[src/hw/flash_status_pkg.sv]
/*
  Shared constants for the serial flash status register block: command
  codes, status_one field positions, reset values, frame byte counts and
  the kinds of array operation handed to the array controller.
  Assumes a four-wire serial link in clock mode 0 and an array controller
  that executes the program, erase and non-volatile write operations.
*/
package flash_status_pkg;

  // Command codes seen as the first byte of a frame.
  localparam logic [7:0] CMD_WRITE_REGS = 8'h01;
  localparam logic [7:0] CMD_PAGE_PROGRAM = 8'h02;
  localparam logic [7:0] CMD_WRITE_DISABLE = 8'h04;
  localparam logic [7:0] CMD_READ_STATUS = 8'h05;
  localparam logic [7:0] CMD_WRITE_ENABLE = 8'h06;
  localparam logic [7:0] CMD_READ_STATUS_TWO = 8'h07;
  localparam logic [7:0] CMD_CLEAR_STATUS = 8'h30;
  localparam logic [7:0] CMD_OTP_PROGRAM = 8'h42;
  localparam logic [7:0] CMD_WHOLE_ARRAY_ERASE = 8'hC7;
  localparam logic [7:0] CMD_WHOLE_ARRAY_ERASE_ALT = 8'h60;
  localparam logic [7:0] CMD_SECTOR_ERASE = 8'hD8;
  localparam logic [7:0] CMD_ERASE_SUSPEND = 8'h75;
  localparam logic [7:0] CMD_PROGRAM_SUSPEND = 8'h85;
  localparam logic [7:0] CMD_SOFT_RESET = 8'hF0;

  // Field positions inside status_one.
  localparam int SR_WRITE_LOCK = 7;
  localparam int SR_PROG_ERR = 6;
  localparam int SR_ERASE_ERR = 5;
  localparam int SR_PROTECT_HI = 4;
  localparam int SR_PROTECT_LO = 2;
  localparam int SR_WEL = 1;
  localparam int SR_BUSY = 0;

  localparam logic [2:0] PROTECT_NONE = 3'h0;
  localparam logic [2:0] PROTECT_VOLATILE_DEFAULT = 3'h7;
  localparam logic [7:0] STATUS_TWO_VALUE = 8'h00;

  // Frame lengths in whole bytes, opcode included, then bit positions in a byte.
  localparam logic [2:0] BYTES_CMD_ONLY = 3'h1;
  localparam logic [2:0] BYTES_WRR_MIN = 3'h2;
  localparam logic [2:0] BYTES_ADDR_END = 3'h4;
  localparam logic [2:0] BYTES_PROG_MIN = 3'h5;
  localparam logic [2:0] BYTE_CNT_MAX = 3'h7;
  localparam logic [2:0] BIT_LAST = 3'h7;
  localparam logic [2:0] BIT_FIRST = 3'h0;

  localparam int ADDR_BITS = 24;

  typedef enum logic [2:0] {
    OP_NONE,
    OP_PROGRAM,
    OP_OTP_PROGRAM,
    OP_SECTOR_ERASE,
    OP_WHOLE_ERASE,
    OP_WRITE_REGS
  } op_kind_e;

endpackage

[src/hw/serial_flash_status_register.sv]
/*
  Status register logic of a serial NOR flash: decodes frames on the
  serial link, keeps status_one and hands array operations to the array
  controller. The link is sampled by clk_sys_i, which must run at least
  four times faster than the serial clock; only clock mode 0 is handled.
  The array controller owns the array, the sector protection map and the
  non-volatile cells, and reports back through the op_* inputs.
*/
`timescale 1ns/1ps
// Notes on behaviour
// - Opcodes 05h read, 01h write, 30h clear errors.
// - Resets restore volatile bits; stored bits persist.
// - Lock bit with protect pin low blocks writes.
// - Pin high or lock clear allows register writes.
// - Failed or protected program sets program error.
// - Failed or protected sector erase sets erase error.
// - Whole erase hitting protection sets no error.
// - Error flags cleared only by clear-status or soft reset.
// - Nonzero protection range blocks program and erase.
// - Whole erase runs only with protection range zero.
// - Writes, programs, erases need write enable latch.
// - 06h sets latch, 04h clears, write data cannot set it.
// - Successful operation clears the write enable latch.
// - Any reset clears the write enable latch.
// - Busy flag reads one during any operation.
// - While busy only status, suspend, clear, reset.
// - Suspends accepted only during matching array operation.
// - Error keeps busy set until clear-status or soft reset.
// - Freeze bit locks current protection range.
module serial_flash_status_register
  import flash_status_pkg::*;
(
  input wire logic clk_sys_i, // system clock, 100 MHz
  input wire logic resetn_i, // hardware reset, active low
  input wire logic sck_i, // serial clock pin
  input wire logic cs_n_i, // chip select pin, active low
  input wire logic mosi_i, // serial data in
  input wire logic wp_n_i, // write protect pin, active low
  output logic miso_o, // serial data out
  output logic miso_oe_o, // high while miso_o is driven
  input wire logic cfg_bp_volatile_i, // protection range is volatile
  input wire logic cfg_freeze_i, // freeze bit of configuration
  input wire logic [7:0] nv_status_i, // stored non-volatile image
  input wire logic sector_protected_i, // op_addr_o is protected
  input wire logic otp_locked_i, // op_addr_o is a locked OTP region
  input wire logic op_done_i, // operation finished, pulse
  input wire logic op_fail_i, // with op_done_i: operation failed
  input wire logic op_prot_hit_i, // with op_done_i: met protection
  input wire logic op_suspended_i, // operation suspended, pulse
  output logic op_req_o, // start an operation, pulse
  output op_kind_e op_kind_o, // kind of current operation
  output logic [ADDR_BITS-1:0] op_addr_o, // frame address
  output logic [7:0] op_wdata_o, // new status_one for register write
  output logic [7:0] prog_byte_o, // program data byte
  output logic prog_byte_valid_o, // program data byte valid, pulse
  output logic erase_suspend_o, // erase suspend request, pulse
  output logic program_suspend_o, // program suspend request, pulse
  output logic soft_reset_o, // software reset request, pulse
  output logic [2:0] protect_range_o, // current protection range
  output logic [7:0] status_one_o // live status_one
);

  logic sck_s;
  logic cs_n_s;
  logic mosi_s;
  logic wp_n_s;
  logic sck_prev_reg;
  logic cs_n_prev_reg;
  logic sck_rise;
  logic sck_fall;
  logic frame_start;
  logic frame_end;

  pin_sync #(
    .WIDTH(4),
    .RESET_VALUE(4'hE)
  ) u_pin_sync (
    .clk_sys_i(clk_sys_i),
    .resetn_i(resetn_i),
    .pin_i({wp_n_i, cs_n_i, mosi_i, sck_i}),
    .sync_o({wp_n_s, cs_n_s, mosi_s, sck_s})
  );

  always_ff @(posedge clk_sys_i or negedge resetn_i) begin
    if (!resetn_i) begin
      sck_prev_reg <= 1'b0;
      cs_n_prev_reg <= 1'b1;
    end else begin
      sck_prev_reg <= sck_s;
      cs_n_prev_reg <= cs_n_s;
    end
  end

  assign sck_rise = sck_s & ~sck_prev_reg & ~cs_n_s;
  assign sck_fall = ~sck_s & sck_prev_reg & ~cs_n_s;
  assign frame_start = cs_n_prev_reg & ~cs_n_s;
  assign frame_end = ~cs_n_prev_reg & cs_n_s;

  // Receive side: bits within a byte, then bytes within the frame.
  logic [2:0] bit_cnt_reg;
  logic [2:0] byte_cnt_reg;
  logic [6:0] rx_shift_reg;
  logic [7:0] opcode_reg;
  logic [7:0] wrr_data_reg;
  logic [ADDR_BITS-1:0] addr_reg;
  logic byte_done;
  logic [7:0] byte_val;

  assign byte_done = sck_rise & (bit_cnt_reg == BIT_LAST);
  assign byte_val = {rx_shift_reg, mosi_s};

  always_ff @(posedge clk_sys_i or negedge resetn_i) begin
    if (!resetn_i) begin
      bit_cnt_reg <= BIT_FIRST;
      rx_shift_reg <= '0;
    end else if (frame_start) begin
      bit_cnt_reg <= BIT_FIRST;
      rx_shift_reg <= '0;
    end else if (sck_rise) begin
      bit_cnt_reg <= bit_cnt_reg + 3'h1;
      rx_shift_reg <= byte_val[6:0];
    end
  end

  always_ff @(posedge clk_sys_i or negedge resetn_i) begin
    if (!resetn_i) begin
      byte_cnt_reg <= '0;
      opcode_reg <= '0;
      wrr_data_reg <= '0;
      addr_reg <= '0;
    end else if (frame_start) begin
      byte_cnt_reg <= '0;
    end else if (byte_done) begin
      if (byte_cnt_reg != BYTE_CNT_MAX) begin
        byte_cnt_reg <= byte_cnt_reg + 3'h1;
      end
      if (byte_cnt_reg == '0) begin
        opcode_reg <= byte_val;
      end else if (byte_cnt_reg < BYTES_ADDR_END) begin
        addr_reg <= {addr_reg[ADDR_BITS-9:0], byte_val};
      end
      if (byte_cnt_reg == BYTES_CMD_ONLY) begin
        wrr_data_reg <= byte_val;
      end
    end
  end

  // Status fields.
  logic write_lock_reg;
  logic prog_err_reg;
  logic erase_err_reg;
  logic [2:0] protect_reg;
  logic wel_reg;
  logic busy_reg;
  logic running_reg;
  logic nv_load_reg;
  op_kind_e run_kind_reg;
  logic [7:0] status_one;

  assign status_one = {write_lock_reg, prog_err_reg, erase_err_reg,
                       protect_reg, wel_reg, busy_reg};

  // Frame decode, acted on when chip select rises after whole bytes.
  logic frame_ok;
  logic accept_idle;
  logic hw_protected;
  logic do_write_enable_cmd;
  logic do_write_disable_cmd;
  logic do_clear_status_cmd;
  logic do_reset;
  logic do_wrr;
  logic do_prog;
  logic do_otp;
  logic do_se;
  logic do_be;
  logic do_erase_suspend_cmd;
  logic do_program_suspend_cmd;
  logic prog_blocked;
  logic erase_blocked;
  logic start_op;
  logic op_end;
  logic op_failed;
  logic op_ok;
  logic run_is_prog;
  logic run_is_erase;

  assign frame_ok = frame_end & (bit_cnt_reg == BIT_FIRST)
                    & (byte_cnt_reg != '0);
  assign accept_idle = frame_ok & ~busy_reg & ~nv_load_reg;
  assign hw_protected = write_lock_reg & ~wp_n_s;
  assign do_write_enable_cmd = accept_idle & (byte_cnt_reg == BYTES_CMD_ONLY)
                   & (opcode_reg == CMD_WRITE_ENABLE);
  assign do_write_disable_cmd = accept_idle & (byte_cnt_reg == BYTES_CMD_ONLY)
                   & (opcode_reg == CMD_WRITE_DISABLE);
  assign do_clear_status_cmd = frame_ok & (byte_cnt_reg == BYTES_CMD_ONLY)
                   & (opcode_reg == CMD_CLEAR_STATUS);
  assign do_reset = frame_ok & (byte_cnt_reg == BYTES_CMD_ONLY)
                    & (opcode_reg == CMD_SOFT_RESET);
  // A locked register write is refused whole, so no busy time is spent.
  assign do_wrr = accept_idle & wel_reg & ~hw_protected
                  & (byte_cnt_reg >= BYTES_WRR_MIN)
                  & (opcode_reg == CMD_WRITE_REGS);
  assign do_prog = accept_idle & wel_reg
                   & (byte_cnt_reg >= BYTES_PROG_MIN)
                   & (opcode_reg == CMD_PAGE_PROGRAM);
  assign do_otp = accept_idle & wel_reg
                  & (byte_cnt_reg >= BYTES_PROG_MIN)
                  & (opcode_reg == CMD_OTP_PROGRAM);
  assign do_se = accept_idle & wel_reg
                 & (byte_cnt_reg == BYTES_ADDR_END)
                 & (opcode_reg == CMD_SECTOR_ERASE);
  assign do_be = accept_idle & wel_reg & (protect_reg == PROTECT_NONE)
                 & (byte_cnt_reg == BYTES_CMD_ONLY)
                 & ((opcode_reg == CMD_WHOLE_ARRAY_ERASE)
                    | (opcode_reg == CMD_WHOLE_ARRAY_ERASE_ALT));
  assign run_is_prog = (run_kind_reg == OP_PROGRAM)
                       | (run_kind_reg == OP_OTP_PROGRAM);
  assign run_is_erase = (run_kind_reg == OP_SECTOR_ERASE)
                        | (run_kind_reg == OP_WHOLE_ERASE);
  assign do_erase_suspend_cmd = frame_ok & running_reg & run_is_erase
                   & (byte_cnt_reg == BYTES_CMD_ONLY)
                   & (opcode_reg == CMD_ERASE_SUSPEND);
  assign do_program_suspend_cmd = frame_ok & running_reg & run_is_prog
                   & (byte_cnt_reg == BYTES_CMD_ONLY)
                   & (opcode_reg == CMD_PROGRAM_SUSPEND);
  // The array controller maps the protection range onto sectors.
  assign prog_blocked = (do_prog & sector_protected_i)
                        | (do_otp & (otp_locked_i | cfg_freeze_i));
  assign erase_blocked = do_se & sector_protected_i;
  assign start_op = ((do_prog | do_otp) & ~prog_blocked)
                    | (do_se & ~erase_blocked) | do_be | do_wrr;
  assign op_end = op_done_i & running_reg;
  // Protection met during a whole erase is skipped, not an error.
  assign op_failed = op_fail_i
                     | (op_prot_hit_i
                        & (run_kind_reg != OP_WHOLE_ERASE));
  assign op_ok = op_end & ~op_failed;

  // Operation hand-off to the array controller.
  always_ff @(posedge clk_sys_i or negedge resetn_i) begin
    if (!resetn_i) begin
      op_req_o <= 1'b0;
      run_kind_reg <= OP_NONE;
      op_wdata_o <= '0;
    end else begin
      op_req_o <= start_op;
      if (start_op) begin
        op_wdata_o <= wrr_data_reg;
        if (do_prog) begin
          run_kind_reg <= OP_PROGRAM;
        end else if (do_otp) begin
          run_kind_reg <= OP_OTP_PROGRAM;
        end else if (do_se) begin
          run_kind_reg <= OP_SECTOR_ERASE;
        end else if (do_be) begin
          run_kind_reg <= OP_WHOLE_ERASE;
        end else begin
          run_kind_reg <= OP_WRITE_REGS;
        end
      end
    end
  end

  always_ff @(posedge clk_sys_i or negedge resetn_i) begin
    if (!resetn_i) begin
      erase_suspend_o <= 1'b0;
      program_suspend_o <= 1'b0;
      soft_reset_o <= 1'b0;
      prog_byte_valid_o <= 1'b0;
      prog_byte_o <= '0;
    end else begin
      erase_suspend_o <= do_erase_suspend_cmd;
      program_suspend_o <= do_program_suspend_cmd;
      soft_reset_o <= do_reset;
      prog_byte_valid_o <= byte_done & wel_reg & ~busy_reg
                           & (byte_cnt_reg >= BYTES_ADDR_END)
                           & ((opcode_reg == CMD_PAGE_PROGRAM)
                              | (opcode_reg == CMD_OTP_PROGRAM));
      if (byte_done) begin
        prog_byte_o <= byte_val;
      end
    end
  end

  always_ff @(posedge clk_sys_i or negedge resetn_i) begin
    if (!resetn_i) begin
      running_reg <= 1'b0;
    end else if (do_reset | op_end | op_suspended_i) begin
      running_reg <= 1'b0;
    end else if (start_op) begin
      running_reg <= 1'b1;
    end
  end

  // Busy covers running operations and any error left uncleared.
  always_ff @(posedge clk_sys_i or negedge resetn_i) begin
    if (!resetn_i) begin
      busy_reg <= 1'b0;
    end else if (do_reset) begin
      busy_reg <= 1'b0;
    end else if (start_op | prog_blocked | erase_blocked) begin
      busy_reg <= 1'b1;
    end else if (op_ok | (op_suspended_i & running_reg)) begin
      busy_reg <= 1'b0;
    end else if (do_clear_status_cmd & ~running_reg
                 & (prog_err_reg | erase_err_reg)) begin
      busy_reg <= 1'b0;
    end
  end

  // Error flags: a new error wins over a clear in the same cycle.
  logic prog_err_set;
  logic erase_err_set;

  assign prog_err_set = prog_blocked
                        | (op_end & op_failed & ~run_is_erase);
  assign erase_err_set = erase_blocked
                         | (op_end & op_failed & run_is_erase);

  always_ff @(posedge clk_sys_i or negedge resetn_i) begin
    if (!resetn_i) begin
      prog_err_reg <= 1'b0;
      erase_err_reg <= 1'b0;
    end else begin
      if (prog_err_set) begin
        prog_err_reg <= 1'b1;
      end else if (do_clear_status_cmd | do_reset) begin
        prog_err_reg <= 1'b0;
      end
      if (erase_err_set) begin
        erase_err_reg <= 1'b1;
      end else if (do_clear_status_cmd | do_reset) begin
        erase_err_reg <= 1'b0;
      end
    end
  end

  always_ff @(posedge clk_sys_i or negedge resetn_i) begin
    if (!resetn_i) begin
      wel_reg <= 1'b0;
    end else if (do_write_enable_cmd) begin
      wel_reg <= 1'b1;
    end else if (do_write_disable_cmd | do_reset) begin
      wel_reg <= 1'b0;
    end else if (op_ok) begin
      wel_reg <= 1'b0;
    end
  end

  // Stored bits are reloaded from the non-volatile image after either
  // reset, because the asynchronous reset may only load constants.
  always_ff @(posedge clk_sys_i or negedge resetn_i) begin
    if (!resetn_i) begin
      nv_load_reg <= 1'b1;
    end else begin
      nv_load_reg <= do_reset;
    end
  end

  always_ff @(posedge clk_sys_i or negedge resetn_i) begin
    if (!resetn_i) begin
      write_lock_reg <= 1'b0;
      protect_reg <= PROTECT_NONE;
    end else if (nv_load_reg) begin
      write_lock_reg <= nv_status_i[SR_WRITE_LOCK];
      if (cfg_bp_volatile_i) begin
        protect_reg <= PROTECT_VOLATILE_DEFAULT;
      end else begin
        protect_reg <= nv_status_i[SR_PROTECT_HI:SR_PROTECT_LO];
      end
    end else if (op_ok & (run_kind_reg == OP_WRITE_REGS)) begin
      write_lock_reg <= op_wdata_o[SR_WRITE_LOCK];
      if (!cfg_freeze_i) begin
        protect_reg <= op_wdata_o[SR_PROTECT_HI:SR_PROTECT_LO];
      end
    end
  end

  // Transmit side: status is reloaded at each byte boundary so that a
  // long polling read follows busy_flag as it changes.
  logic rd_mode_reg;
  logic rd_two_reg;
  logic [7:0] tx_shift_reg;

  always_ff @(posedge clk_sys_i or negedge resetn_i) begin
    if (!resetn_i) begin
      rd_mode_reg <= 1'b0;
      rd_two_reg <= 1'b0;
    end else if (frame_start) begin
      rd_mode_reg <= 1'b0;
      rd_two_reg <= 1'b0;
    end else if (byte_done & (byte_cnt_reg == '0)) begin
      rd_mode_reg <= (byte_val == CMD_READ_STATUS)
                     | (byte_val == CMD_READ_STATUS_TWO);
      rd_two_reg <= byte_val == CMD_READ_STATUS_TWO;
    end
  end

  always_ff @(posedge clk_sys_i or negedge resetn_i) begin
    if (!resetn_i) begin
      tx_shift_reg <= '0;
    end else if (byte_done) begin
      if (byte_cnt_reg == '0) begin
        tx_shift_reg <= (byte_val == CMD_READ_STATUS_TWO) ?
                        STATUS_TWO_VALUE : status_one;
      end else begin
        tx_shift_reg <= rd_two_reg ? STATUS_TWO_VALUE : status_one;
      end
    end else if (sck_fall & (bit_cnt_reg != BIT_FIRST)) begin
      tx_shift_reg <= {tx_shift_reg[6:0], 1'b0};
    end
  end

  assign miso_o = tx_shift_reg[7];
  assign miso_oe_o = rd_mode_reg & ~cs_n_s;
  assign op_kind_o = run_kind_reg;
  assign op_addr_o = addr_reg;
  assign protect_range_o = protect_reg;
  assign status_one_o = status_one;

endmodule

[src/hw/pin_sync.sv]
/*
  Two-stage synchroniser for a group of pins, one bit per generate entry.
  Assumes each pin is asynchronous to clk_sys_i; the first stage is read
  by the second stage only.
*/
`timescale 1ns/1ps
module pin_sync #(
  parameter int WIDTH = 4,
  parameter logic [WIDTH-1:0] RESET_VALUE = '0
) (
  input wire logic clk_sys_i, // system clock
  input wire logic resetn_i, // asynchronous reset, active low
  input wire logic [WIDTH-1:0] pin_i, // raw pin levels
  output logic [WIDTH-1:0] sync_o // synchronised levels
);

  for (genvar i = 0; i < WIDTH; i++) begin : g_bit
    logic meta_reg;
    logic sync_reg;
    always_ff @(posedge clk_sys_i or negedge resetn_i) begin
      if (!resetn_i) begin
        meta_reg <= RESET_VALUE[i];
        sync_reg <= RESET_VALUE[i];
      end else begin
        meta_reg <= pin_i[i];
        sync_reg <= meta_reg;
      end
    end
    assign sync_o[i] = sync_reg;
  end

endmodule

[config.mk]
export PLATFORM = sky130hd
export DESIGN_NAME = serial_flash_status_register
export DESIGN_NICKNAME = d
export VERILOG_FILES = /design/src/hw/flash_status_pkg.sv /design/src/hw/serial_flash_status_register.sv /design/src/hw/pin_sync.sv
export SDC_FILE = /design/constraint.sdc
export NUM_CORES = 1
export LEC_CHECK = 0
export ABC_AREA = 1
export BUFFER_PORTS_ARGS = -buffer_cell sky130_fd_sc_hd__buf_4
export CAP_MARGIN = 20
export CORE_MARGIN = 2
export CORE_UTILIZATION = 40
export CTS_BUF_LIST = sky130_fd_sc_hd__clkbuf_8
export DETAILED_ROUTE_END_ITERATION = 7
export PLACE_DENSITY = 0.7
export SLEW_MARGIN = 30
export SYNTH_ARGS = -nofsm -noshare
export SYNTH_HDL_FRONTEND = slang
export SYNTH_SLANG_ARGS = --single-unit
[constraint.sdc]
create_clock -name clk_sys_i -period 2.83 [get_ports clk_sys_i]
set_clock_uncertainty 0.1 [all_clocks]
set_input_delay 0.566 -clock clk_sys_i [delete_from_list [all_inputs] [get_ports clk_sys_i]]
set_output_delay 0.566 -clock clk_sys_i [all_outputs]
set_load 0.05 [all_outputs]
---- After elaboration in Yosys (flattened, before gate mapping) ----
Cells that the tools add are included.
word-level totals
  flip-flop bits (word level) ............. 107
  bits in latches ......................... 0
  RAM bits ................................ 0
  memory bits (read-only) ................. 0
  output and inout port bits .............. 61
  word-level logic and storage cells ...... 221
  memories kept ........................... 0
operators by class
  add/subtract/negate cells ............... 2
  multiply operators ...................... 0
  div/mod/pow operators ................... 0
  magnitude comparators ................... 4
  equality and inequality tests ........... 25
  shifts and indexed selects .............. 0
  muxes and demuxes ....................... 38
  bitwise gates (word level) .............. 96
  reductions and logical operators ........ 21
operators with widths
  cell                                                                   number
  1-bit AND                                                              59
  8-bit two-way mux                                                      5
  3-bit two-way mux                                                      12
  8-bit by 3-bit equality test with 1-bit output, second input constant  4
  8-bit equality test, second input constant                             4
  8-bit by 7-bit equality test with 1-bit output, second input constant  3
  1-bit bitwise OR                                                       22
  1-bit two-way mux                                                      19
  2-bit nonzero test                                                     9
  1-bit NOT                                                              15
  7-bit two-way mux                                                      2
  3-bit equality test, second input constant                             4
  3-bit zero test                                                        3
  3-bit nonzero test                                                     3
  8-bit by 1-bit equality test with 1-bit output, second input constant  1
  8-bit by 2-bit equality test with 1-bit output, second input constant  1
  8-bit by 6-bit equality test with 1-bit output, second input constant  1
  3-bit by 1-bit adder with 3-bit output, second input constant          2
  3-bit by 1-bit equality test with 1-bit output, second input constant  2
  3-bit by 2-bit equality test with 1-bit output, second input constant  2
  3-bit >= comparator, second input constant                             2
  3-bit inequality test, second input constant                           2
  3-bit AND reduction                                                    2
  2-bit AND reduction                                                    2
  other kinds (5)                                                        5

---- Longest topological paths before layout ----
  depth in word-level cells ............... 20
  gate-level depth with buffers ........... 14

---- Cells and area by module ----
Synthesis repeated with hierarchy kept, for this count alone.
second synthesis, totals
  cell total of the unflattened synthesis .. 562
  area total of the unflattened synthesis .. 4812.1 sq um
modules (own cells, without submodules)
  module                        instances  cells an instance  area each (sq um)  seq. area each (sq um)
  serial_flash_status_register  1          550                4574.4             2479.9
  pin_sync                      1          12                 237.7              207.7

---- Least setup slack after synthesis ----
OpenSTA, ideal clock, no wires.
  path type ............................... register to register
  start point ............................. reg byte_cnt_reg[0]
  end point ............................... reg run_kind_reg[2], in the netlist op_kind_o[2]
  library setup time ...................... 0.117 ns
  arrival time ............................ 1.598 ns
  required time ........................... 2.613 ns
  setup slack ............................. 1.015 ns
  cell stages (with the launch flop) ...... 14
  path buffers ............................ 1
  path through ............................ dfrtp_1 > inv_1 > ha_1 > nand2_4 > nand3_4 > nor2_8 > nand2_4 > clkinv_1 > nand3_2 > nand3_4 > nand2_4 > buf_12 > nand2_2 > nand2_2
between the ends
  cells in the longest elaborated chain, start to end .. 14
RTL lines
  what                           line                                                                      text
  start, declared                serial_flash_status_register.sv:101                                       logic [2:0] byte_cnt_reg;
  start signal, assigned         serial_flash_status_register.sv:135                                       byte_cnt_reg <= byte_cnt_reg + 3'h1;
  3-bit nonzero test             serial_flash_status_register.sv:188                                       & (byte_cnt_reg != '0);
  1-bit AND                      serial_flash_status_register.sv:188
  1-bit AND (2 in a row)         serial_flash_status_register.sv:189                                       assign accept_idle = frame_ok & ~busy_reg & ~nv_load_reg;
  1-bit AND                      --
  1-bit AND                      serial_flash_status_register.sv:204, serial_flash_status_register.sv:207
  1-bit AND (on tied branches)   serial_flash_status_register.sv:205, serial_flash_status_register.sv:208
  1-bit AND (on tied branches)   serial_flash_status_register.sv:227, serial_flash_status_register.sv:228
  1-bit bitwise OR               serial_flash_status_register.sv:228                                       | (do_otp & (otp_locked_i | cfg_freeze_i));
  1-bit NOT                      serial_flash_status_register.sv:230                                       assign start_op = ((do_prog | do_otp) & ~prog_blocked)
  1-bit AND                      serial_flash_status_register.sv:230
  1-bit bitwise OR (2 in a row)  serial_flash_status_register.sv:231                                       | (do_se & ~erase_blocked) | do_be | do_wrr;
  1-bit bitwise OR (*)           serial_flash_status_register.sv:231
  via start_op                   serial_flash_status_register.sv:180                                       logic start_op;
  end signal, assigned           serial_flash_status_register.sv:243                                       run_kind_reg <= OP_NONE;
  end signal, assigned           serial_flash_status_register.sv:250                                       run_kind_reg <= OP_PROGRAM;
  end signal, assigned           serial_flash_status_register.sv:252                                       run_kind_reg <= OP_OTP_PROGRAM;
  end, declared                  serial_flash_status_register.sv:157                                       op_kind_e run_kind_reg;
Mark *: on every way through the listed nets, which the timed path passes. The rest lies on a longest branch.
A chain may end at the register's enable or synchronous reset.

---- Worst setup path in the final report ----
  start point ............................. reg byte_cnt_reg[0]
  end point ............................... reg run_kind_reg[0], in the netlist op_kind_o[0]
between the ends
  cells in the longest elaborated chain, start to end .. 14
RTL lines
  what                           line
  3-bit nonzero test             serial_flash_status_register.sv:188
  1-bit AND                      serial_flash_status_register.sv:188
  1-bit AND (2 in a row)         serial_flash_status_register.sv:189
  1-bit AND                      --
  1-bit AND                      serial_flash_status_register.sv:204, serial_flash_status_register.sv:207
  1-bit AND (on tied branches)   serial_flash_status_register.sv:205, serial_flash_status_register.sv:208
  1-bit AND (on tied branches)   serial_flash_status_register.sv:227, serial_flash_status_register.sv:228
  1-bit bitwise OR               serial_flash_status_register.sv:228
  1-bit NOT                      serial_flash_status_register.sv:230
  1-bit AND                      serial_flash_status_register.sv:230
  1-bit bitwise OR (3 in a row)  serial_flash_status_register.sv:231
Parallel ways exist; a longest one is shown, timed or not.

==> results.toml <==
[route]
route.met3.wl_um = 779
ant_nets = 0
drt_wl_total_um = 11800
wl_met1_um = 5510
wire_per_inst_um = 14.6
firstDrtPassIters = 5
wl_met2_um = 5300
maxUsedRoutingLayer = "met4"
drt_iter0_markers = 256
vias_per_cell = 4.92
drc_errors = 0
route.vias.total = 3973

[worst_setup_path]
slowest_stage = "dfrtp_1"
crit_family = "simple AND/OR/NAND/NOR gates"
path_cells = "inv_1 -> ha_1 -> nand2_4 -> nand3_4 -> nor2_8 -> nand4_2 -> nand3_4 -> nand2_4 -> nand2_1 -> nand2_1"
arrival_ps = 2290
critPathLaunchType = "register"
crit_fanout = 12
critPathKind = "reg2reg"
worstSetupEndpointType = "register"
cp.required_ps = 3020
cp_slowest_stage_delay_ps = 390
cp_num_buf_inv = 1

[synthesis]
async_flop_share_pct = 100
postSynthAreaPerCell_um2 = 8.81
ys.flop_type = "dfrtp_1"
synth_seq_cells = 107
synth_edf_count = 0
synth_xor_area_share_pct = 0
syn-num-nets = 593
synth_simple_gate_area_share_pct = 26.5
yosysWarnings = 0
syn_inst = 564
synth_mux_area_share_pct = 0
synth_cell_type_count = 37
synth_fa_ha_area_share_pct = 1.76
netlist_area_um2 = 4970
ys_seq_area_share_pct = 54.1
synth_top_family_by_area = "simple AND/OR/NAND/NOR gates"
synth_compound_area_share_pct = 9.57

[place]
port_buffers = 78
dp_hpwl_um = 8560
place_congestion = 0.853

[pwr]
combinationalPowerShare_pct = 5.6
power_density_nw_per_um2 = 455
intPower_mw = 2.02
switching_share_pct = 24.4
clkPwrFrac_pct = 35.5
power_switching_mw = 0.649
p_seq_share_pct = 59.0
ir_drop_v = 0.000292
leakagePower_nw = 2.87

[clock_tree]
postCtsSetupRepairBufs = 0
clock-sinks = 107
cts_max_path_buffers = 2
clk_latency_ps = 390
cts_resized = 0
cts-root-buf = "clkbuf_8"
cts_made_buffers = 9
h-tree-depth = 3
tritoncts = "built"
holdBufCountCts = 0
clkTransAtPathRegs_ps = 100

[cells_and_area]
nets = 665
diodes = 0
largest_reg_flops = 24
drive_gt1_share_pct = 23.9
area_growth_syn_to_layout_pct = 18.0

[job]
maxCapViolations = 0

[die]
io_pins = 83
rows = 40
core_um2 = 12100
die-area_um2 = 13300
start_util_pct = 41.2
die_y_um = 115
die_w_um = 115

[sta]
rsz0062_at_grt = "false"
tns_ps = 0
fmax_mhz = 476
hold_viol_final = 0
fin_crit_ps = 2100
worstMarginPinSlew_ps = 709
holdWs_ps = 64.3
finalCritPeriodShare_pct = 74.3
slew_viol_final = 0
setup_viol = 0
max-slew-margin-rel_pct = 52.7

[worst_hold_path]
hold_class = "in2async"

[global_routing]
grt_max_degree = 49
grt_antenna_before_repair = 0
grt-ovfl-total = 0
grt_pass1_wl_um = 19300
grt_pass1_vias = 3806
track_usage_pct = 18.7

[outcome]
status = "complete, no violations"
==> cell usage after synthesis (6+ instances only) <==
cell / number / area share [%]
a21oi_1: 14 / 1.4
buf_4: 10 / 1.5
clkbuf_1: 7 / 0.53
dfrtp_1: 99 / 50
dfstp_2: 8 / 4.2
ha_1: 7 / 1.8
inv_1: 56 / 4.2
inv_2: 9 / 0.68
nand2_1: 129 / 9.7
nand2_2: 18 / 2.3
nand3_1: 40 / 4.0
nand4_1: 11 / 1.4
nor2_1: 45 / 3.4
nor2_4: 6 / 1.4
nor3_1: 7 / 0.71
o211ai_1: 7 / 1.1
o21ai_0: 43 / 4.3
o21ai_1: 15 / 1.5
o22ai_1: 6 / 0.76
==> power by group through the flow <==
stage | clock network (mW) | logic, mW | registers (mW)
final | 0.945 | 0.148 | 1.57
after global routing | 1.03 | 0.166 | 1.57
after CTS | 0.980 | 0.152 | 1.57
after detailed placement | 0 | 0.150 | 1.60
after global placement | 0 | 0.145 | 1.60
after floorplan | 0 | 0.0712 | 1.60
==> final cells by class <==
class	instances	area (um2)
clock buffers	9	124
clock inverters	6	73.8
fillers	1159	6200
inverters	67	251
multi-input cells	368	1880
flip-flops and latches	107	2690
well taps	168	210
repair buffers	83	636
==> layer usage <==
metal	GRT usage [%]	vias to the layer above
met3	4.03	17
li1	-	1951
met4	5.86	0
met2	30.1	133
met5	0	-
met1	25.4	1872
==> layout by cell type (no fill, tap or decap), types with 2 or more instances in the layout <==
cell / netlist / final
nand2_1: 129 / 129
dfrtp_1: 99 / 99
buf_4: 10 / 82
inv_1: 56 / 56
nor2_1: 45 / 45
o21ai_0: 43 / 43
nand3_1: 40 / 40
nand2_2: 18 / 18
o21ai_1: 15 / 15
a21oi_1: 14 / 14
nand4_1: 11 / 11
inv_2: 9 / 9
clkbuf_8: 0 / 9
dfstp_2: 8 / 8
nor3_1: 7 / 7
o211ai_1: 7 / 7
ha_1: 7 / 7
nor2_4: 6 / 6
o22ai_1: 6 / 6
nand2_4: 3 / 3
nand3_2: 3 / 3
clkinv_4: 0 / 3
clkinv_1: 2 / 2
nand3_4: 2 / 2
or2_2: 2 / 2
inv_6: 0 / 2
==> cell families (layout without fill, tap and decap cells) <==
group	after synthesis	after routing
and+or+nand+nor	273	273
DFF	107	107
buffers and inverters	89	165
AOI/OAI and AO/OA	88	88
adders and majority gates	7	7
==> stage by stage <==
stage | cells | util [%] | setup slack (ps) | total power [mW] | cell area [um2]
global route | 808 | 48.6 | 464 | 2.77 | 5860
finish | 808 | 48.6 | 728 | 2.66 | 5860
global placement | 793 | 47.0 | 791 | 1.74 | 5670
detailed placement | 793 | 47.0 | 732 | 1.75 | 5670
CTS | 808 | 48.6 | 709 | 2.70 | 5860
floorplan | 564 | - | 1010 | 1.67 | 4970
==> final timing paths <==
path	start	to	slack (ps)	depth (start not counted)
max	byte_cnt_reg[0]	op_kind_o[0]	730	10
min	resetn_i	tx_shift_reg[7]	60	1
max reg2reg	byte_cnt_reg[0]	op_kind_o[0]	730	10
min reg2reg	u_pin_sync.g_bit[1].meta_reg	u_pin_sync.g_bit[1].sync_reg	250	0
max in group asynchronous	resetn_i	u_pin_sync.g_bit[1].meta_reg	1820	2
min in group clk_sys_i	mosi_i	u_pin_sync.g_bit[1].meta_reg	190	1
Note: power is estimated with default switching activity, not from simulation.
